==> src/rtl/bus_arb_consts.vh <==
// constants for the memory bus arbiter and peripheral bridge
// assumes inclusion by rtl/memory_bus_priority_arbiter.v only
`ifndef BUS_ARB_CONSTS_VH
`define BUS_ARB_CONSTS_VH
`define PROG_ADDR_W   22
`define DATA_ADDR_W   32
`define DATA_W        32
`define PERIPH_ADDR_W 16
`define FRAME_W       2
`define FRAME_NONE    2'h0
`define FRAME_ONE     2'h1
`define FRAME_TWO     2'h2
`define FRAME_THREE   2'h3
`define SIZE_16       1'b0
`define SIZE_32       1'b1
`define SRC_DW        3'h0
`define SRC_PW        3'h1
`define SRC_DR        3'h2
`define SRC_PR        3'h3
`define SRC_FE        3'h4
`define SRC_COP       3'h5
`define SRC_IDLE      3'h7
`endif

==> src/rtl/memory_bus_priority_arbiter.v <==
// memory bus priority arbiter with bridge onto the peripheral bus
// assumes requesters hold address/data stable until their grant pulse
//
// Behaviour
// - priority: dwrite, pwrite, dread, pread, fetch
// - program read bus: 22-bit address, 32-bit data
// - data buses: own 32-bit address and data
// - fetch, read, write grant on the next clock edge
// - 32-bit data accesses take one cycle
// - each target resolves its own requests
// - bridge folds buses onto 16-bit peripheral bus
// - frame two takes only 16-bit accesses
// - frame one takes 16 and 32-bit accesses
// - frame three also reachable by coprocessor
`timescale 1ns/10ps
`default_nettype none
`include "bus_arb_consts.vh"

module memory_bus_priority_arbiter #(
	parameter N_TGT = 4
) (
	input  wire                        clk_sys,
	input  wire                        nrst,
	// fetch and program read share the program read bus
	input  wire                        fetch_req,
	input  wire                        pread_req,
	input  wire [`PROG_ADDR_W-1:0]     prog_addr,
	input  wire [N_TGT-1:0]            prog_sel,
	input  wire                        pwrite_req,
	input  wire [`PROG_ADDR_W-1:0]     pwrite_addr,
	input  wire [`DATA_W-1:0]          pwrite_data,
	input  wire [N_TGT-1:0]            pwrite_sel,
	input  wire                        dread_req,
	input  wire [`DATA_ADDR_W-1:0]     dread_addr,
	input  wire [N_TGT-1:0]            dread_sel,
	input  wire                        dwrite_req,
	input  wire [`DATA_ADDR_W-1:0]     dwrite_addr,
	input  wire [`DATA_W-1:0]          dwrite_data,
	input  wire [N_TGT-1:0]            dwrite_sel,
	// size and frame of core accesses bound for the peripheral bridge
	input  wire                        core_size32,
	input  wire [`FRAME_W-1:0]         core_frame,
	// float_coprocessor request onto frame three
	input  wire                        cop_req,
	input  wire                        cop_we,
	input  wire                        cop_size32,
	input  wire [`PERIPH_ADDR_W-1:0]   cop_addr,
	input  wire [`DATA_W-1:0]          cop_wdata,
	output reg                         cop_grant_r,
	// per-target grant pulses, one vector per requester class with one bit per target
	output reg  [N_TGT-1:0]            fetch_grant_r,
	output reg  [N_TGT-1:0]            pread_grant_r,
	output reg  [N_TGT-1:0]            pwrite_grant_r,
	output reg  [N_TGT-1:0]            dread_grant_r,
	output reg  [N_TGT-1:0]            dwrite_grant_r,
	// peripheral bus
	output reg                         pb_valid_r,
	output reg                         pb_we_r,
	output reg                         pb_size32_r,
	output reg  [`FRAME_W-1:0]         pb_frame_r,
	output reg  [`PERIPH_ADDR_W-1:0]   pb_addr_r,
	output reg  [`DATA_W-1:0]          pb_wdata_r,
	output reg                         pb_cop_r,
	output reg                         size_err_r
);

	// ----------------------------------------------------------------
	// per-target fixed priority
	// ----------------------------------------------------------------
	// target index N_TGT-1 is the peripheral bridge; the rest are memories
	localparam BR = N_TGT - 1;

	wire [N_TGT-1:0] fe_nxt;
	wire [N_TGT-1:0] pr_nxt;
	wire [N_TGT-1:0] pw_nxt;
	wire [N_TGT-1:0] dr_nxt;
	wire [N_TGT-1:0] dw_nxt;

	// each target arbitrates alone so distinct targets serve in parallel
	genvar t;
	generate
		for (t = 0; t < N_TGT; t = t + 1) begin : g_tgt
			wire w_dw = dwrite_req & dwrite_sel[t];
			wire w_pw = pwrite_req & pwrite_sel[t];
			wire w_dr = dread_req  & dread_sel[t];
			wire w_pr = pread_req  & prog_sel[t];
			wire w_fe = fetch_req  & prog_sel[t];
			// dw masks pw and pr masks fe, so even coinciding requests resolve by priority
			assign dw_nxt[t] = w_dw;
			assign pw_nxt[t] = w_pw & ~w_dw;
			assign dr_nxt[t] = w_dr & ~w_dw & ~w_pw;
			assign pr_nxt[t] = w_pr & ~w_dw & ~w_pw & ~w_dr;
			assign fe_nxt[t] = w_fe & ~w_dw & ~w_pw & ~w_dr & ~w_pr;
		end
	endgenerate

	// ----------------------------------------------------------------
	// bridge source selection
	// ----------------------------------------------------------------
	reg  [2:0]                  src;
	reg                         core_we;
	reg  [`PERIPH_ADDR_W-1:0]   core_addr;
	reg  [`DATA_W-1:0]          core_wdata;

	always @* begin
		src        = `SRC_IDLE;
		core_we    = 1'b0;
		core_addr  = {`PERIPH_ADDR_W{1'b0}};
		core_wdata = {`DATA_W{1'b0}};
		if (dw_nxt[BR]) begin
			src        = `SRC_DW;
			core_we    = 1'b1;
			core_addr  = dwrite_addr[`PERIPH_ADDR_W-1:0];
			core_wdata = dwrite_data;
		end else if (pw_nxt[BR]) begin
			src        = `SRC_PW;
			core_we    = 1'b1;
			core_addr  = pwrite_addr[`PERIPH_ADDR_W-1:0];
			core_wdata = pwrite_data;
		end else if (dr_nxt[BR]) begin
			src       = `SRC_DR;
			core_addr = dread_addr[`PERIPH_ADDR_W-1:0];
		end else if (pr_nxt[BR]) begin
			src       = `SRC_PR;
			core_addr = prog_addr[`PERIPH_ADDR_W-1:0];
		end else if (fe_nxt[BR]) begin
			src       = `SRC_FE;
			core_addr = prog_addr[`PERIPH_ADDR_W-1:0];
		end
	end

	wire core_any = (src != `SRC_IDLE);
	// core wins frame three; coprocessor waits with its request held
	wire cop_win  = cop_req & ~(core_any & (core_frame == `FRAME_THREE));
	// frame two refuses 32-bit; size_err flags it and the bus stays idle
	wire core_bad = core_any & core_size32 & (core_frame == `FRAME_TWO);
	wire core_go  = core_any & ~core_bad & (core_frame != `FRAME_NONE);

	// ----------------------------------------------------------------
	// registered grants and peripheral bus
	// ----------------------------------------------------------------
	// the bridge port needs a second lane when the coprocessor also runs
	// on another frame; a single bus is kept, so coprocessor loses then too
	// a refused core beat still owns the bridge for that cycle, so the
	// coprocessor cannot slip in behind a size error
	wire cop_go = cop_win & ~core_go & ~core_bad;
	wire [N_TGT-1:0] br_mask = {1'b1, {(N_TGT-1){1'b0}}};
	// a refused core access still gets a grant so the core does not hang on a size error; a frame-none access gets none
	wire [N_TGT-1:0] br_ok = ~br_mask | {N_TGT{core_go | core_bad}};

	always @(posedge clk_sys or negedge nrst) begin
		if (!nrst) begin
			fetch_grant_r  <= {N_TGT{1'b0}};
			pread_grant_r  <= {N_TGT{1'b0}};
			pwrite_grant_r <= {N_TGT{1'b0}};
			dread_grant_r  <= {N_TGT{1'b0}};
			dwrite_grant_r <= {N_TGT{1'b0}};
		end else begin
			// ungranted requests see no grant and hold their request
			fetch_grant_r  <= fe_nxt & br_ok;
			pread_grant_r  <= pr_nxt & br_ok;
			pwrite_grant_r <= pw_nxt & br_ok;
			dread_grant_r  <= dr_nxt & br_ok;
			dwrite_grant_r <= dw_nxt & br_ok;
		end
	end

	// ----------------------------------------------------------------
	// coprocessor grant and refusal flag
	// ----------------------------------------------------------------
	// the refusal flag pulses once per refused beat; the core still sees
	// its grant and must not retry the same wide access
	always @(posedge clk_sys or negedge nrst) begin
		if (!nrst) begin
			cop_grant_r <= 1'b0;
			size_err_r  <= 1'b0;
		end else begin
			cop_grant_r <= cop_go;
			size_err_r  <= core_bad;
		end
	end

	// ----------------------------------------------------------------
	// peripheral bus
	// ----------------------------------------------------------------
	// address, data and frame fields hold between accesses; strobes drop and size returns to 16-bit
	always @(posedge clk_sys or negedge nrst) begin
		if (!nrst) begin
			pb_valid_r     <= 1'b0;
			pb_we_r        <= 1'b0;
			pb_size32_r    <= 1'b0;
			pb_frame_r     <= `FRAME_NONE;
			pb_addr_r      <= {`PERIPH_ADDR_W{1'b0}};
			pb_wdata_r     <= {`DATA_W{1'b0}};
			pb_cop_r       <= 1'b0;
		end else begin
			pb_valid_r     <= core_go | cop_go;
			pb_cop_r       <= cop_go;
			if (core_go) begin
				pb_we_r     <= core_we;
				pb_size32_r <= core_size32;
				pb_frame_r  <= core_frame;
				pb_addr_r   <= core_addr;
				pb_wdata_r  <= core_wdata;
			end else if (cop_go) begin
				pb_we_r     <= cop_we;
				pb_size32_r <= cop_size32;
				pb_frame_r  <= `FRAME_THREE;
				pb_addr_r   <= cop_addr;
				pb_wdata_r  <= cop_wdata;
			end else begin
				pb_we_r     <= 1'b0;
				pb_size32_r <= `SIZE_16;
			end
		end
	end

endmodule // memory_bus_priority_arbiter

`default_nettype wire

==> config.mk <==
export PLATFORM = sky130hd
export DESIGN_NAME = memory_bus_priority_arbiter
export DESIGN_NICKNAME = d
export VERILOG_FILES = /design/src/rtl/memory_bus_priority_arbiter.v
export VERILOG_INCLUDE_DIRS = /design/src /design/src/rtl
export SDC_FILE = /design/constraint.sdc
export NUM_CORES = 1
export LEC_CHECK = 0
export BUFFER_PORTS_ARGS = -buffer_cell sky130_fd_sc_hd__buf_2
export CORE_AREA = 2 2 125 127
export CTS_CLUSTER_SIZE = 16
export DETAILED_ROUTE_END_ITERATION = 8
export DIE_AREA = 0 0 127 129
export HOLD_SLACK_MARGIN = 0.12
export REMOVE_ABC_BUFFERS = 1
export SYNTH_ARGS = -nofsm -noshare
export SYNTH_HDL_FRONTEND = slang
export SYNTH_SLANG_ARGS = --single-unit
==> constraint.sdc <==
create_clock -name clk_sys -period 0.83 [get_ports clk_sys]
set_input_delay 0.083 -clock clk_sys [delete_from_list [all_inputs] [get_ports clk_sys]]
set_output_delay 0.083 -clock clk_sys [all_outputs]
set_load 0.005 [all_outputs]
Yosys cells after proc, flatten, opt, wreduce, memory -nomap -nowiden
Index checks and enable logic that the tools add are counted.
Storage, ports and cells
  bits in registers: 75
  bits of input ports: 249
  logic and storage cells: 136
Cells by class
  equal/unequal tests: 3
  muxes and demuxes: 24
  bitwise operators: 94
  reduce and logical (&&, ||, !) cells: 2
Operators with widths (number)
  $mux 32: 4
  $mux 16: 7
  $and 1x1->1: 68
  $and 4x4->4: 5
  $not 1->1: 19
  $mux 3: 4
  $mux 1: 6
  $mux 2: 3
  $eq 2x2->1 const B: 2
  $reduce_bool 2->1: 2
  $ne 3x3->1 const B: 1
  $or 1x1->1: 2

Longest topological paths before layout
Gate-level depths: netlist of run 1.
  word-level depth: 22
  depth in mapped cells: 8
  depth with buffers taken out: 5

Worst setup path after synthesis of run 1
No wires, ideal clock.
  path type: in2reg
  start: input port dwrite_req
  end: register pb_addr_r[2]
  arrival time: 1.520 ns
  setup slack: -0.782 ns
  stages: 8
  buffers on the path: 4
  path through: buf_6 a222oi_1 buf_4 a211oi_4 or2_1 buf_6 buf_8 o31ai_2
On the way
  cells in the longest elaborated chain, start to end: 21
Ends and longest elaborated chain
  start: declaration: RTL line memory_bus_priority_arbiter.v:36  | input wire dwrite_req,
  $and 1x1->1 *: RTL line memory_bus_priority_arbiter.v:83  | wire w_dw = dwrite_req & dwrite_sel[t];
  $not 1->1
  $and 1x1->1 (4 in series): RTL line memory_bus_priority_arbiter.v:93  | assign fe_nxt[t] = w_fe & ~w_dw & ~w_pw & ~w_dr & ~w_pr;
  $mux 2: RTL line memory_bus_priority_arbiter.v:126  | end else if (fe_nxt[BR]) begin
  $mux 3: RTL line memory_bus_priority_arbiter.v:123  | end else if (pr_nxt[BR]) begin
  $mux 3: RTL line memory_bus_priority_arbiter.v:120  | end else if (dr_nxt[BR]) begin
  $mux 3: RTL line memory_bus_priority_arbiter.v:115  | end else if (pw_nxt[BR]) begin
  $mux 3: RTL line memory_bus_priority_arbiter.v:110  | if (dw_nxt[BR]) begin
  $ne 3x3->1 (no line)
  $and 1x1->1 (2 in series): RTL line memory_bus_priority_arbiter.v:136  | wire core_bad = core_any & core_size32 & (core_frame == `FRAME_TWO);
  $not 1->1: RTL line memory_bus_priority_arbiter.v:137, memory_bus_priority_arbiter.v:146
  $and 1x1->1 (2 in series): RTL line memory_bus_priority_arbiter.v:137  | wire core_go = core_any & ~core_bad & (core_frame != `FRAME_NONE);
  $not 1->1: RTL line memory_bus_priority_arbiter.v:146  | wire cop_go = cop_win & ~core_go & ~core_bad;
  $and 1x1->1 (2 in series): RTL line memory_bus_priority_arbiter.v:146
  $reduce_bool 2->1 (no line)
  end signal: assignment: RTL line memory_bus_priority_arbiter.v:193  | pb_addr_r <= {`PERIPH_ADDR_W{1'b0}};
  end signal: assignment: RTL line memory_bus_priority_arbiter.v:203  | pb_addr_r <= core_addr;
  end signal: assignment: RTL line memory_bus_priority_arbiter.v:209  | pb_addr_r <= cop_addr;
  end: declaration: RTL line memory_bus_priority_arbiter.v:61  | output reg [`PERIPH_ADDR_W-1:0] pb_addr_r,
Every way passes the cells marked *; elsewhere a longest branch is shown, timed or not.
A chain may end at the register's enable or synchronous reset.

Worst setup path in the final report of run 1
  start: input port dwrite_sel[3]
  end: register pb_wdata_r[2]
On the way
  cells in the longest elaborated chain, start to end: 21
Ends and longest elaborated chain
  start: declaration: RTL line memory_bus_priority_arbiter.v:39  | input wire [N_TGT-1:0] dwrite_sel,
  $and 1x1->1 *: RTL line memory_bus_priority_arbiter.v:83
  $not 1->1
  $and 1x1->1 (4 in series): RTL line memory_bus_priority_arbiter.v:93
  $mux 2: RTL line memory_bus_priority_arbiter.v:126
  $mux 3: RTL line memory_bus_priority_arbiter.v:123
  $mux 3: RTL line memory_bus_priority_arbiter.v:120
  $mux 3: RTL line memory_bus_priority_arbiter.v:115
  $mux 3: RTL line memory_bus_priority_arbiter.v:110
  $ne 3x3->1 (no line)
  $and 1x1->1 (2 in series): RTL line memory_bus_priority_arbiter.v:136
  $not 1->1: RTL line memory_bus_priority_arbiter.v:137, memory_bus_priority_arbiter.v:146
  $and 1x1->1 (2 in series): RTL line memory_bus_priority_arbiter.v:137
  $not 1->1: RTL line memory_bus_priority_arbiter.v:146
  $and 1x1->1 (2 in series): RTL line memory_bus_priority_arbiter.v:146
  $reduce_bool 2->1 (no line)
  end signal: assignment: RTL line memory_bus_priority_arbiter.v:194  | pb_wdata_r <= {`DATA_W{1'b0}};
  end signal: assignment: RTL line memory_bus_priority_arbiter.v:204  | pb_wdata_r <= core_wdata;
  end signal: assignment: RTL line memory_bus_priority_arbiter.v:210  | pb_wdata_r <= cop_wdata;
  end: declaration: RTL line memory_bus_priority_arbiter.v:62  | output reg [`DATA_W-1:0] pb_wdata_r,
Marked as above.

==> impl_results.html, run 1 <==
<table>
<tr><th>Metric</th><th>Value</th></tr>
<tr><th colspan="2">CTS</th></tr>
<tr><td>Cell at the root of the clock tree</td><td>clkbuf_16</td></tr>
<tr><td>Clock network latency to the later pin of the worst-skew pair</td><td>0.34 ns</td></tr>
<tr><td>Num CTS Buffers</td><td>9</td></tr>
<tr><td>Number of sinks handled by clock tree synthesis</td><td>75</td></tr>
<tr><td>Clk pin slew, worst setup/hold paths</td><td>0.06 ns</td></tr>
<tr><td>Clock Tree Buf Depth</td><td>2</td></tr>
<tr><td>Clock tree from TritonCTS</td><td>done</td></tr>
<tr><td>Number of levels in the clock H-tree</td><td>3</td></tr>
<tr><th colspan="2">Min path</th></tr>
<tr><td>Instance count along the most critical hold path</td><td>3</td></tr>
<tr><td>Type of the most critical hold path</td><td>primary input to flip-flop</td></tr>
<tr><td>Min-Delay Startpoint</td><td>cop_wdata[12]</td></tr>
<tr><td>Hold EP</td><td>pb_wdata_r[12]</td></tr>
<tr><th colspan="2">Placed design</th></tr>
<tr><td>Setup Slack @ Placement</td><td>-1.026 ns</td></tr>
<tr><td>Half-perimeter wire length after detailed placement</td><td>13,300 um</td></tr>
<tr><td>Number of port buffers</td><td>280</td></tr>
<tr><td>Total cell area at the placement stage</td><td>6279 um2</td></tr>
<tr><td>Final Wtd Congestion</td><td>0.7780</td></tr>
<tr><th colspan="2">Timing</th></tr>
<tr><td>Max Transition Viols Final</td><td>0</td></tr>
<tr><td>Slew @ Worst Pin</td><td>0.4898 ns</td></tr>
<tr><td>Post-route worst setup slack</td><td>-0.6363 ns</td></tr>
<tr><td>Worst-case clock skew</td><td>0 ns</td></tr>
<tr><td>Time the worst path needs with I/O delays and setup</td><td>1.466 ns</td></tr>
<tr><td>Setup repair after global routing missed its margin</td><td>true</td></tr>
<tr><td>Final setup vio count</td><td>141</td></tr>
<tr><td>Headroom to the max-slew limit</td><td>67.35%</td></tr>
<tr><td>Final Cycle Share</td><td>176.7%</td></tr>
<tr><td>Fin. Hold Viols</td><td>0</td></tr>
<tr><td>Timing-limited maximum frequency</td><td>682.0 MHz</td></tr>
<tr><th colspan="2">Global route</th></tr>
<tr><td>Pin count of the biggest net entering global routing</td><td>35</td></tr>
<tr><td>Global-route wire length before repair</td><td>27,520 um</td></tr>
<tr><td>Initial antenna violation count</td><td>0</td></tr>
<tr><td>Grt ovf</td><td>0</td></tr>
<tr><td>GRT Overall Usage</td><td>21.85%</td></tr>
<tr><td>Vias in the first global route</td><td>5,274</td></tr>
<tr><th colspan="2">Die</th></tr>
<tr><td>Number of top-level pins</td><td>325</td></tr>
<tr><td>DIE HEIGHT</td><td>129 um</td></tr>
<tr><td>Std cell rows</td><td>45</td></tr>
<tr><td>Die width</td><td>127 um</td></tr>
<tr><td>Initial core utilization</td><td>28.37%</td></tr>
<tr><td>Placeable core region</td><td>14,980 um2</td></tr>
<tr><td>Area of the die</td><td>16,380 um2</td></tr>
<tr><th colspan="2">Finish</th></tr>
<tr><td>Final-stage net count</td><td>1,082</td></tr>
<tr><td>Most common cell after layout, fill and taps aside</td><td>buf_2</td></tr>
<tr><td>Commonest cells after routing, fill and taps aside</td><td>buf_2, dfrtp_1, buf_4</td></tr>
<tr><td># diodes</td><td>0</td></tr>
<tr><td>Area Growth Syn to Fin</td><td>75.09%</td></tr>
<tr><td>Layout filler cell count</td><td>1,461</td></tr>
<tr><td>Final non-filler cell area</td><td>7440 um2</td></tr>
<tr><td>Proportion of layout cells with a drive suffix above 1</td><td>50.84%</td></tr>
<tr><th colspan="2">Status</th></tr>
<tr><td>Violations in the final reports</td><td>setup timing</td></tr>
<tr><td>Status</td><td>complete, but fails checks</td></tr>
<tr><th colspan="2">Worst setup path</th></tr>
<tr><td>Data required, critical path</td><td>1.05 ns</td></tr>
<tr><td>CP Launch Type</td><td>primary input</td></tr>
<tr><td>Register-to-Register Path Depth</td><td>2</td></tr>
<tr><td>Worst path arrival time</td><td>1.69 ns</td></tr>
<tr><td>Reg-to-reg slack, setup</td><td>-0.11 ns</td></tr>
<tr><td>Nature of the critical path endpoint</td><td>flip-flop</td></tr>
<tr><td>RR Startpoint</td><td>pb_addr_r[8]</td></tr>
<tr><td>End of the worst register-to-register path</td><td>pb_addr_r[8]</td></tr>
<tr><td>Critical-path maximum fanout</td><td>14</td></tr>
<tr><td>Crit Path Category</td><td>primary input to flip-flop</td></tr>
<tr><th colspan="2">Power</th></tr>
<tr><td>Leakage power</td><td>3.768 nW</td></tr>
<tr><td>PD cells</td><td>1641 nW/um2</td></tr>
<tr><td>Max rail drop VDD</td><td>0.9092 mV</td></tr>
<tr><th colspan="2">Route</th></tr>
<tr><td>Detail Route Antenna Nets</td><td>0</td></tr>
<tr><td>Number of design-rule violations left by the first detailed-router iteration</td><td>236</td></tr>
<tr><td>Count of unresolved DRC violations after routing</td><td>0</td></tr>
<tr><td>Detailed-route vias per instance</td><td>5.157</td></tr>
<tr><td>Average routed wire per standard cell</td><td>18.10 um</td></tr>
<tr><td>Total number of vias</td><td>5,291</td></tr>
<tr><td>Pre-antenna DRT Iters</td><td>4</td></tr>
<tr><td>WL final</td><td>18,580 um</td></tr>
<tr><th colspan="2">Synth</th></tr>
<tr><td>Number of different library cells in the post-synthesis netlist</td><td>39</td></tr>
<tr><td>Synthesized flop and latch total</td><td>75</td></tr>
<tr><td>Post-Synthesis Cells</td><td>470</td></tr>
<tr><td>Post-Synthesis Mean Instance Area</td><td>9.041 um2</td></tr>
<tr><td>Sequential-to-total area share from yosys stat</td><td>44.17%</td></tr>
<tr><td>Warnings from Yosys</td><td>0</td></tr>
<tr><td>Summed instance area of the synthesized netlist</td><td>4249 um2</td></tr>
<tr><th colspan="2">Run</th></tr>
<tr><td>Maximum Capacitance Violations</td><td>0</td></tr>
</table>
[registers in the layout, indices dropped and copies added (netlist names)]
signal and count:
pb_cop_r 1, pb_size32_r 1, pb_frame_r 2, pb_addr_r 16, pb_wdata_r 32, dread_grant_r 4, dwrite_grant_r 4, fetch_grant_r 4
pb_valid_r 1, size_err_r 1, pread_grant_r 4, pwrite_grant_r 4, pb_we_r 1
[repair_timing]
action | in CTS | in global routing
endpoints found under the hold margin | 142 | 33
hold buffers | 30 | 3
setup endpoints to repair | 133 | 143
setup buffers | 16 | 10
cloned | 2 | 2
pin swaps | 5 | 13
gates resized for setup | 26 | 36
[worst max path at each step]
stage | end | startpoint | cells after the start | slack (ns)
global route | pb_wdata_r[2] | dwrite_sel[3] | 7 | -0.67
floorplan | pb_addr_r[10] | dwrite_req | 4 | -2.31
global placement | pb_wdata_r[14] | dwrite_req | 7 | -1.04
detailed placement | pb_wdata_r[25] | dwrite_req | 7 | -1.03
finish | pb_wdata_r[2] | dwrite_sel[3] | 7 | -0.64
CTS | pb_wdata_r[25] | dwrite_req | 7 | -0.60
[cell usage after synthesis (all sizes together)]
| cell | number | area share (%) |
|---|---|---|
| a21oi | 35 | 4.1 |
| inv | 5 | 0.44 |
| buf | 15 | 2.4 |
| a31oi | 12 | 1.8 |
| clkbuf | 33 | 2.9 |
| nand3 | 39 | 4.6 |
| nand2b | 1 | 0.15 |
| nand2 | 62 | 5.5 |
| o21ai | 25 | 2.9 |
| a222oi | 1 | 0.24 |
| nor3 | 4 | 0.47 |
| a31o | 1 | 0.21 |
| o31ai | 16 | 4.2 |
| a21o | 1 | 0.18 |
| and3 | 47 | 6.9 |
| a22o | 3 | 0.62 |
| a211oi | 1 | 0.47 |
| a221o | 4 | 0.94 |
| a311oi | 4 | 0.82 |
| o2111a | 12 | 3.2 |
| and4b | 1 | 0.24 |
| nor4bb | 1 | 0.24 |
| or2 | 1 | 0.15 |
| and2 | 6 | 0.88 |
| nor2 | 25 | 2.2 |
| dfrtp | 75 | 44 |
| o21a | 1 | 0.18 |
| nand3b | 4 | 0.71 |
| o32a | 1 | 0.24 |
| a311o | 32 | 7.5 |
| a22oi | 2 | 0.35 |
[metrics by stage]
| step | hold slack [ns] | setup TNS, ns | power [W] | utilization (%) | instances |
|---|---|---|---|---|---|
| finish | 0.07555 | -40.29 | 0.01221 | 49.67 | 1026 |
| global route | 0.08419 | -44.23 | 0.01284 | 49.67 | 1026 |
| CTS | 0.06322 | -39.19 | 0.01199 | 47.75 | 1014 |
| detailed placement | -0.03999 | -56.26 | 0.007518 | 41.92 | 950 |
| global placement | -0.04106 | -57.61 | 0.007503 | 41.92 | 950 |
| floorplan | -0.2126 | -116.37 | 0.005574 | - | 422 |
[layer usage]
layer | wire, um | share of wire (%) | GRT usage, % | up-vias
met5 | 0 | 0 | 0 | -
met4 | 538 | 2.9 | 9.761 | 0
met3 | 1422 | 7.7 | 5.572 | 37
met2 | 9337 | 50 | 39.09 | 272
met1 | 7276 | 39 | 24.64 | 2490
li1 | - | - | - | 2492
[power breakdown]
part	switching, W	total (W)	internal (W)
clock	0.00156	0.00396	0.00240
combinational	0.00177	0.00391	0.00214
sequential	0.000225	0.00434	0.00412
[worst max-delay path: stages]
cell	delay, ns
buf_6	0.09
a222oi_1	0.49
buf_4	0.25
a22o_4	0.24
buf_16	0.17
a21oi_1	0.07
a311o_1	0.28
[cell type report]
type                    instances  area, um2  share of cell area [%]
multi-input cells             342       2321                   31.20
inverters                       5      22.52                  0.3027
clock inverters                 5      52.55                  0.7064
well taps                     188      235.2                   3.162
flip-flops and latches         75       1877                   25.23
repair buffers                400       2689                   36.14
clock buffers                  11      242.7                   3.263
[logic make-up after synthesis]
kind of cell | synth area share, %
simple gates | 22.09
compound gates | 28.00
buf+inv | 5.742
flops | 44.17
No activity file was read; power rests on OpenSTA's default activity.
==> run 2, diff against run 1 <==
- SKIP_LAST_GASP: default -> 1
==> impl_results.html, run 2 (same netlist as run 1, synthesis figures left out) <==
<table>
<tr><th>Metric</th><th>Value</th></tr>
<tr><th colspan="2">Run</th></tr>
<tr><td>Maximum Capacitance Violations</td><td>0 (unchanged)</td></tr>
<tr><th colspan="2">Die</th></tr>
<tr><td>Area of the die</td><td>16,380 um2 (unchanged)</td></tr>
<tr><td>Die width</td><td>127 um (unchanged)</td></tr>
<tr><td>Placeable core region</td><td>14,980 um2 (unchanged)</td></tr>
<tr><td>Std cell rows</td><td>45 (unchanged)</td></tr>
<tr><td>Initial core utilization</td><td>28.37% (unchanged)</td></tr>
<tr><td>Number of top-level pins</td><td>325 (unchanged)</td></tr>
<tr><td>DIE HEIGHT</td><td>129 um (unchanged)</td></tr>
<tr><th colspan="2">Worst setup path</th></tr>
<tr><td>End of the worst register-to-register path</td><td>pb_addr_r[8] (unchanged)</td></tr>
<tr><td>Worst path arrival time</td><td>1.67 ns (was 1.69 ns)</td></tr>
<tr><td>Cell with the largest stage delay on the worst path</td><td>a222oi_1 (unchanged)</td></tr>
<tr><td>End point of the critical path</td><td>pb_addr_r[7] (was pb_wdata_r[2])</td></tr>
<tr><td>Crit Path Category</td><td>primary input to flip-flop (unchanged)</td></tr>
<tr><td>Series of cell instances along the critical path</td><td>buf_6, a222oi_1, buf_4, a211oi_4, or2_4, buf_6, a221o_1 (was buf_6, a222oi_1, buf_4, a22o_4, buf_16, a21oi_1, a311o_1)</td></tr>
<tr><td>RR Startpoint</td><td>pb_addr_r[8] (unchanged)</td></tr>
<tr><td>Critical-path maximum fanout</td><td>5 (was 14)</td></tr>
<tr><td>Cell occurring most often along the worst timing path</td><td>buf_6</td></tr>
<tr><td>Register-to-Register Path Depth</td><td>2 (unchanged)</td></tr>
<tr><td>Reg-to-reg slack, setup</td><td>-0.11 ns (about the same)</td></tr>
<tr><td>Beginning of the critical path</td><td>dwrite_sel[3] (unchanged)</td></tr>
<tr><td>Nature of the critical path endpoint</td><td>flip-flop (unchanged)</td></tr>
<tr><td>Data required, critical path</td><td>1.06 ns (was 1.05 ns)</td></tr>
<tr><td>CP Launch Type</td><td>primary input (unchanged)</td></tr>
<tr><td>Delay of the slowest cell on the worst path</td><td>0.47 ns (was 0.49 ns)</td></tr>
<tr><th colspan="2">Global route</th></tr>
<tr><td>Global-route wire length before repair</td><td>27,500 um (was 27,520 um)</td></tr>
<tr><td>Grt ovf</td><td>0 (unchanged)</td></tr>
<tr><td>GRT Overall Usage</td><td>21.84% (was 21.85%)</td></tr>
<tr><td>Vias in the first global route</td><td>5,256 (was 5,274)</td></tr>
<tr><td>Pin count of the biggest net entering global routing</td><td>35 (unchanged)</td></tr>
<tr><td>Initial antenna violation count</td><td>0 (unchanged)</td></tr>
<tr><th colspan="2">CTS</th></tr>
<tr><td>Clock network latency to the later pin of the worst-skew pair</td><td>0.34 ns (about the same)</td></tr>
<tr><td>Clk pin slew, worst setup/hold paths</td><td>0.06 ns (about the same)</td></tr>
<tr><td>Number of levels in the clock H-tree</td><td>3 (unchanged)</td></tr>
<tr><td>Num CTS Buffers</td><td>9 (unchanged)</td></tr>
<tr><td>Clock Tree Buf Depth</td><td>2 (unchanged)</td></tr>
<tr><td>Clock tree from TritonCTS</td><td>done (unchanged)</td></tr>
<tr><td>Number of sinks handled by clock tree synthesis</td><td>75 (unchanged)</td></tr>
<tr><td>Cell at the root of the clock tree</td><td>clkbuf_16 (unchanged)</td></tr>
<tr><th colspan="2">Route</th></tr>
<tr><td>Number of design-rule violations left by the first detailed-router iteration</td><td>238 (was 236)</td></tr>
<tr><td>Count of unresolved DRC violations after routing</td><td>0 (unchanged)</td></tr>
<tr><td>Average routed wire per standard cell</td><td>18.08 um (was 18.10 um)</td></tr>
<tr><td>Total number of vias</td><td>5,310 (was 5,291)</td></tr>
<tr><td>Detail Route Antenna Nets</td><td>0 (unchanged)</td></tr>
<tr><td>Pre-antenna DRT Iters</td><td>4 (unchanged)</td></tr>
<tr><td>WL final</td><td>18,550 um (was 18,580 um)</td></tr>
<tr><td>Detailed-route vias per instance</td><td>5.175 (was 5.157)</td></tr>
<tr><th colspan="2">Timing</th></tr>
<tr><td>Minimum hold slack</td><td>0.07352 ns (was 0.07555 ns)</td></tr>
<tr><td>Setup repair after global routing missed its margin</td><td>true (unchanged)</td></tr>
<tr><td>Headroom to the max-slew limit</td><td>69.31% (was 67.35%)</td></tr>
<tr><td>Post-route worst setup slack</td><td>-0.6103 ns (was -0.6363 ns)</td></tr>
<tr><td>Timing-limited maximum frequency</td><td>694.3 MHz (was 682.0 MHz)</td></tr>
<tr><td>Slew @ Worst Pin</td><td>0.4604 ns (was 0.4898 ns)</td></tr>
<tr><td>Fin. Hold Viols</td><td>0 (unchanged)</td></tr>
<tr><td>Max Transition Viols Final</td><td>0 (unchanged)</td></tr>
<tr><td>Final setup vio count</td><td>141 (unchanged)</td></tr>
<tr><td>Worst-case clock skew</td><td>0 ns (unchanged)</td></tr>
<tr><td>Final Cycle Share</td><td>173.5% (was 176.7%)</td></tr>
<tr><td>Time the worst path needs with I/O delays and setup</td><td>1.440 ns (was 1.466 ns)</td></tr>
<tr><th colspan="2">Min path</th></tr>
<tr><td>Instance count along the most critical hold path</td><td>3 (unchanged)</td></tr>
<tr><td>Type of the most critical hold path</td><td>primary input to flip-flop (unchanged)</td></tr>
<tr><th colspan="2">Finish</th></tr>
<tr><td>Commonest cells after routing, fill and taps aside</td><td>buf_2, dfrtp_1, buf_4 (unchanged)</td></tr>
<tr><td># diodes</td><td>0 (unchanged)</td></tr>
<tr><td>Final-stage net count</td><td>1,082 (unchanged)</td></tr>
<tr><td>Most common cell after layout, fill and taps aside</td><td>buf_2 (unchanged)</td></tr>
<tr><td>Biggest registers after layout</td><td>pb_wdata_r (32), pb_addr_r (16) (unchanged)</td></tr>
<tr><td>Register bank with the most flops</td><td>pb_wdata_r (unchanged)</td></tr>
<tr><td>Proportion of layout cells with a drive suffix above 1</td><td>50.00% (was 50.84%)</td></tr>
<tr><td>Area Growth Syn to Fin</td><td>74.23% (was 75.09%)</td></tr>
<tr><td>Number of flip-flops under the largest register name</td><td>32 (unchanged)</td></tr>
<tr><th colspan="2">Status</th></tr>
<tr><td>Violations in the final reports</td><td>setup timing (unchanged)</td></tr>
<tr><td>Status</td><td>complete, but fails checks (unchanged)</td></tr>
<tr><th colspan="2">Power</th></tr>
<tr><td>PD cells</td><td>1646 nW/um2 (was 1641 nW/um2)</td></tr>
<tr><td>Leakage power</td><td>3.764 nW (was 3.768 nW)</td></tr>
<tr><td>Total power consumption of the routed design</td><td>0.01219 W (was 0.01221 W)</td></tr>
<tr><td>Max rail drop VDD</td><td>0.9166 mV (was 0.9092 mV)</td></tr>
<tr><th colspan="2">Placed design</th></tr>
<tr><td>Number of port buffers</td><td>280 (unchanged)</td></tr>
<tr><td>Half-perimeter wire length after detailed placement</td><td>13,300 um (unchanged)</td></tr>
<tr><td>Final Wtd Congestion</td><td>0.7780 (unchanged)</td></tr>
</table>
## run 2: layout make-up
type                            instances  area (um2)
Multi-Input combinational cell        342        2285
Inverter                                5       22.52
Tap cell                              188       235.2
Fill cell                            1466        7574
Sequential cell                        75        1877
Timing Repair Buffer                  400        2689
Clock inverter                          5       52.55
Clock buffer                           11       242.7
## run 2: power by group
| part | internal [W] | switching [W] | total [W] |
|---|---|---|---|
| Combinational | 0.00213 | 0.00175 | 0.00388 |
| Sequential | 0.00412 | 0.000225 | 0.00434 |
| Clock | 0.00239 | 0.00156 | 0.00396 |
## run 2: stage by stage
step | std cells | util (%) | area [um2] | TNS (ns) | setup slack (ns)
floorplan | 422 | - | 4024 | -116.37 | -2.309
global placement | 950 | 41.92 | 6279 | -57.61 | -1.038
detailed placement | 950 | 41.92 | 6279 | -56.26 | -1.026
CTS | 1014 | 47.69 | 7142 | -39.20 | -0.5999
global route | 1026 | 49.43 | 7403 | -43.47 | -0.6572
finish | 1026 | 49.43 | 7403 | -38.81 | -0.6103
## run 2: metal layers
layer  up-vias  share of wire [%]  global-route usage [%]  routed length [um]
met5         -                  0                       0                   0
met3        38                8.0                   5.572                1480
met1      2498                 39                   24.67                7232
met2       280                 50                   39.25                9313
met4         0                2.8                   9.308                 527
li1       2494                  -                       -                   -
## run 2: worst min path at each step
stage	end	start	slack (ns)
after floorplan	dread_grant_r[0]	nrst	-0.21
after global placement	dwrite_grant_r[0]	nrst	-0.04
after detailed placement	dwrite_grant_r[0]	nrst	-0.04
after CTS	pb_wdata_r[12]	cop_wdata[12]	0.06
after global routing	pb_wdata_r[3]	cop_wdata[3]	0.08
final	pb_wdata_r[12]	cop_wdata[12]	0.07
## run 2: critical path, delay by kind of cell
family	cells	cell delay, ns
AND/OR/NAND/NOR	1	0.27
AO/OA/AOI/OAI	3	0.84
buffers and inverters	3	0.46
## run 2: what timing repair did
| item | CTS | global route |
|---|---|---|
| pin swaps | 5 | 12 |
| setup endpoints to repair | 133 | 143 |
| hold buffers | 30 | 3 |
| gates cloned | 2 | 2 |
| gates resized for setup | 24 | 29 |
| setup buffers | 16 | 10 |
| hold endpoints to repair | 142 | 33 |
==> run 3, diff against run 2 <==
- clock period: 0.83 -> 1.6 ns (I/O delays scaled with it)
==> impl_results.html, run 3 (same netlist as run 1, synthesis figures left out) <==
<table>
<tr><th>Metric</th><th>Value</th></tr>
<tr><th colspan="2">CTS</th></tr>
<tr><td>Clock Tree Buf Depth</td><td>2 (unchanged)</td></tr>
<tr><td>Cell at the root of the clock tree</td><td>clkbuf_16 (unchanged)</td></tr>
<tr><td>Clock tree from TritonCTS</td><td>done (unchanged)</td></tr>
<tr><td>Num CTS Buffers</td><td>9 (unchanged)</td></tr>
<tr><td>Clk pin slew, worst setup/hold paths</td><td>0.06 ns (about the same)</td></tr>
<tr><td>Clock network latency to the later pin of the worst-skew pair</td><td>0.33 ns (was 0.34 ns)</td></tr>
<tr><td>Number of sinks handled by clock tree synthesis</td><td>75 (unchanged)</td></tr>
<tr><td>Number of levels in the clock H-tree</td><td>3 (unchanged)</td></tr>
<tr><th colspan="2">Worst setup path</th></tr>
<tr><td>Cell with the largest stage delay on the worst path</td><td>a222oi_1 (unchanged)</td></tr>
<tr><td>RR Startpoint</td><td>pb_addr_r[10] (was pb_addr_r[8])</td></tr>
<tr><td>Delay of the slowest cell on the worst path</td><td>0.44 ns (was 0.47 ns)</td></tr>
<tr><td>Register-to-Register Path Depth</td><td>1 (was 2)</td></tr>
<tr><td>Reg-to-reg slack, setup</td><td>0.78 ns (was -0.11 ns)</td></tr>
<tr><td>Buf/Inv on CP</td><td>3 (unchanged)</td></tr>
<tr><td>End point of the critical path</td><td>pb_wdata_r[6] (was pb_addr_r[7])</td></tr>
<tr><td>Data required, critical path</td><td>1.80 ns (was 1.06 ns)</td></tr>
<tr><td>Crit Path Category</td><td>primary input to flip-flop (unchanged)</td></tr>
<tr><td>Beginning of the critical path</td><td>dwrite_req (was dwrite_sel[3])</td></tr>
<tr><td>End of the worst register-to-register path</td><td>pb_addr_r[10] (was pb_addr_r[8])</td></tr>
<tr><td>Worst path arrival time</td><td>1.71 ns (was 1.67 ns)</td></tr>
<tr><td>Nature of the critical path endpoint</td><td>flip-flop (unchanged)</td></tr>
<tr><td>Critical path depth</td><td>7 (unchanged)</td></tr>
<tr><td>Family of cells with the greatest summed delay on the critical path</td><td>compound AO/OA/AOI/OAI gates (unchanged)</td></tr>
<tr><td>CP Launch Type</td><td>primary input (unchanged)</td></tr>
<tr><td>Series of cell instances along the critical path</td><td>buf_2, a222oi_1, buf_4, a21o_1, nand2_2, buf_12, a311o_1 (was buf_6, a222oi_1, buf_4, a211oi_4, or2_4, buf_6, a221o_1)</td></tr>
<tr><td>Critical-path maximum fanout</td><td>19 (was 5)</td></tr>
<tr><th colspan="2">Die</th></tr>
<tr><td>DIE HEIGHT</td><td>129 um (unchanged)</td></tr>
<tr><td>Placeable core region</td><td>14,980 um2 (unchanged)</td></tr>
<tr><td>Initial core utilization</td><td>28.37% (unchanged)</td></tr>
<tr><td>Area of the die</td><td>16,380 um2 (unchanged)</td></tr>
<tr><td>Std cell rows</td><td>45 (unchanged)</td></tr>
<tr><td>Number of top-level pins</td><td>325 (unchanged)</td></tr>
<tr><td>Die width</td><td>127 um (unchanged)</td></tr>
<tr><th colspan="2">Run</th></tr>
<tr><td>Maximum Capacitance Violations</td><td>0 (unchanged)</td></tr>
<tr><th colspan="2">Timing</th></tr>
<tr><td>Final Cycle Share</td><td>93.93%</td></tr>
<tr><td>Timing-limited maximum frequency</td><td>665.4 MHz</td></tr>
<tr><td>Worst-case clock skew</td><td>0 ns (unchanged)</td></tr>
<tr><td>Minimum hold slack</td><td>0.1472 ns (was 0.07352 ns)</td></tr>
<tr><td>Max Transition Viols Final</td><td>0 (unchanged)</td></tr>
<tr><td>Fin. Hold Viols</td><td>0 (unchanged)</td></tr>
<tr><td>Post-route worst setup slack</td><td>0.09710 ns (was -0.6103 ns)</td></tr>
<tr><td>Setup repair after global routing missed its margin</td><td>true (unchanged)</td></tr>
<tr><td>Headroom to the max-slew limit</td><td>72.39% (was 69.31%)</td></tr>
<tr><td>Slew @ Worst Pin</td><td>0.4141 ns (was 0.4604 ns)</td></tr>
<tr><td>Time the worst path needs with I/O delays and setup</td><td>1.503 ns</td></tr>
<tr><td>Final setup vio count</td><td>0 (was 141)</td></tr>
<tr><th colspan="2">Global route</th></tr>
<tr><td>Pin count of the biggest net entering global routing</td><td>52 (was 35)</td></tr>
<tr><td>Grt ovf</td><td>0 (unchanged)</td></tr>
<tr><td>Global-route wire length before repair</td><td>25,960 um (was 27,500 um)</td></tr>
<tr><td>Vias in the first global route</td><td>5,004 (was 5,256)</td></tr>
<tr><td>Initial antenna violation count</td><td>0 (unchanged)</td></tr>
<tr><td>GRT Overall Usage</td><td>20.34% (was 21.84%)</td></tr>
<tr><th colspan="2">Finish</th></tr>
<tr><td>Biggest registers after layout</td><td>pb_wdata_r (32), pb_addr_r (16) (unchanged)</td></tr>
<tr><td># diodes</td><td>0 (unchanged)</td></tr>
<tr><td>Layout filler cell count</td><td>1,517 (was 1,466)</td></tr>
<tr><td>Register bank with the most flops</td><td>pb_wdata_r (unchanged)</td></tr>
<tr><td>Area Growth Syn to Fin</td><td>57.63% (was 74.23%)</td></tr>
<tr><td>Multi-input combinational cell area</td><td>2141 um2 (was 2285 um2)</td></tr>
<tr><td>Most common cell after layout, fill and taps aside</td><td>buf_2 (unchanged)</td></tr>
<tr><td>Commonest cells after routing, fill and taps aside</td><td>buf_2, dfrtp_1, nand2_1 (was buf_2, dfrtp_1, buf_4)</td></tr>
<tr><td>Area taken by flip-flops and latches</td><td>1877 um2 (unchanged)</td></tr>
<tr><td>Final-stage net count</td><td>1,028 (was 1,082)</td></tr>
<tr><td>Number of flip-flops under the largest register name</td><td>32 (unchanged)</td></tr>
<tr><td>Finished Core Util</td><td>44.72% (was 49.43%)</td></tr>
<tr><td>Proportion of layout cells with a drive suffix above 1</td><td>45.41% (was 50.00%)</td></tr>
<tr><th colspan="2">Power</th></tr>
<tr><td>Leakage power</td><td>3.429 nW (was 3.764 nW)</td></tr>
<tr><td>Max rail drop VDD</td><td>0.4253 mV (was 0.9166 mV)</td></tr>
<tr><td>PD cells</td><td>904.3 nW/um2 (was 1646 nW/um2)</td></tr>
<tr><th colspan="2">Route</th></tr>
<tr><td>Average routed wire per standard cell</td><td>17.80 um (was 18.08 um)</td></tr>
<tr><td>WL final</td><td>17,310 um (was 18,550 um)</td></tr>
<tr><td>Detail Route Antenna Nets</td><td>0 (unchanged)</td></tr>
<tr><td>Total number of vias</td><td>4,988 (was 5,310)</td></tr>
<tr><td>Pre-antenna DRT Iters</td><td>4 (unchanged)</td></tr>
<tr><td>Detailed-route vias per instance</td><td>5.132 (was 5.175)</td></tr>
<tr><td>Count of unresolved DRC violations after routing</td><td>0 (unchanged)</td></tr>
<tr><td>Number of design-rule violations left by the first detailed-router iteration</td><td>182 (was 238)</td></tr>
<tr><th colspan="2">Status</th></tr>
<tr><td>Status</td><td>finished, final reports clean (was complete, but fails checks)</td></tr>
<tr><th colspan="2">Placed design</th></tr>
<tr><td>Setup Slack @ Placement</td><td>-0.3492 ns (was -1.026 ns)</td></tr>
<tr><td>Final Wtd Congestion</td><td>0.8107 (was 0.7780)</td></tr>
<tr><td>Half-perimeter wire length after detailed placement</td><td>12,760 um (was 13,300 um)</td></tr>
<tr><td>Number of port buffers</td><td>280 (unchanged)</td></tr>
<tr><th colspan="2">Min path</th></tr>
<tr><td>Type of the most critical hold path</td><td>primary input to flip-flop (unchanged)</td></tr>
</table>
## run 3: cell types whose count changed in the layout (fill, tap and decap cells not counted), sizes merged
cell | previous run | this run
buf | 368 | 324
dlymetal6s4s | 1 | 0
clkinvlp | 2 | 1
clkinv | 3 | 2
bufinv | 1 | 2
dlygate4sd3 | 29 | 21
## run 3: area by class of cell
class / instances / area share (%)
clock inverter: 4 / 1.102
sequential: 75 / 28.02
clock buffer: 12 / 3.680
multi-input combinational: 342 / 31.96
tap: 188 / 3.512
inverter: 5 / 0.3363
timing repair buffer: 346 / 31.38
## run 3: per-stage QoR
| step | cells | power [W] | setup TNS (ns) | instance area, um2 |
|---|---|---|---|---|
| floorplan | 422 | 0.002892 | -75.93 | 4024 |
| global placement | 934 | 0.003830 | -16.95 | 6121 |
| detailed placement | 934 | 0.003836 | -16.52 | 6121 |
| CTS | 971 | 0.006092 | 0 | 6654 |
| global route | 972 | 0.006394 | -0.1054 | 6698 |
| finish | 972 | 0.006057 | 0 | 6698 |
## run 3: report_power, final
part | switching, W | total, W | internal [W]
Sequential | 0.000113 | 0.00225 | 0.00214
Clock | 0.000778 | 0.00219 | 0.00141
Combinational | 0.000793 | 0.00162 | 0.000827
## run 3: timing repair
item | CTS | global route
cloned | 0 | 1
resized for setup | 1 | 4
hold buffers | 21 | 0
setup endpoints to repair | 1 | 37
pin swaps | 1 | 3
endpoints found under the hold margin | 77 | 0
setup buffers | 0 | 0
## run 3: worst min path at each step
stage,startpoint,to,slack [ns],cells after the start
after CTS,cop_addr[9],pb_addr_r[9],0.14,3
after global routing,cop_addr[15],pb_addr_r[15],0.14,3
after global placement,nrst,dwrite_grant_r[0],0.09,1
after floorplan,nrst,dread_grant_r[0],-0.14,0
after detailed placement,nrst,dwrite_grant_r[0],0.09,1
final,cop_addr[4],pb_addr_r[4],0.15,3
## run 3: metal layers
layer	part of all wire [%]	routed length, um	GRT usage [%]
met1	41	7021	22.95
met5	0	0	0
met2	49	8513	36.69
met3	8.0	1382	6.112
met4	2.2	388	7.046
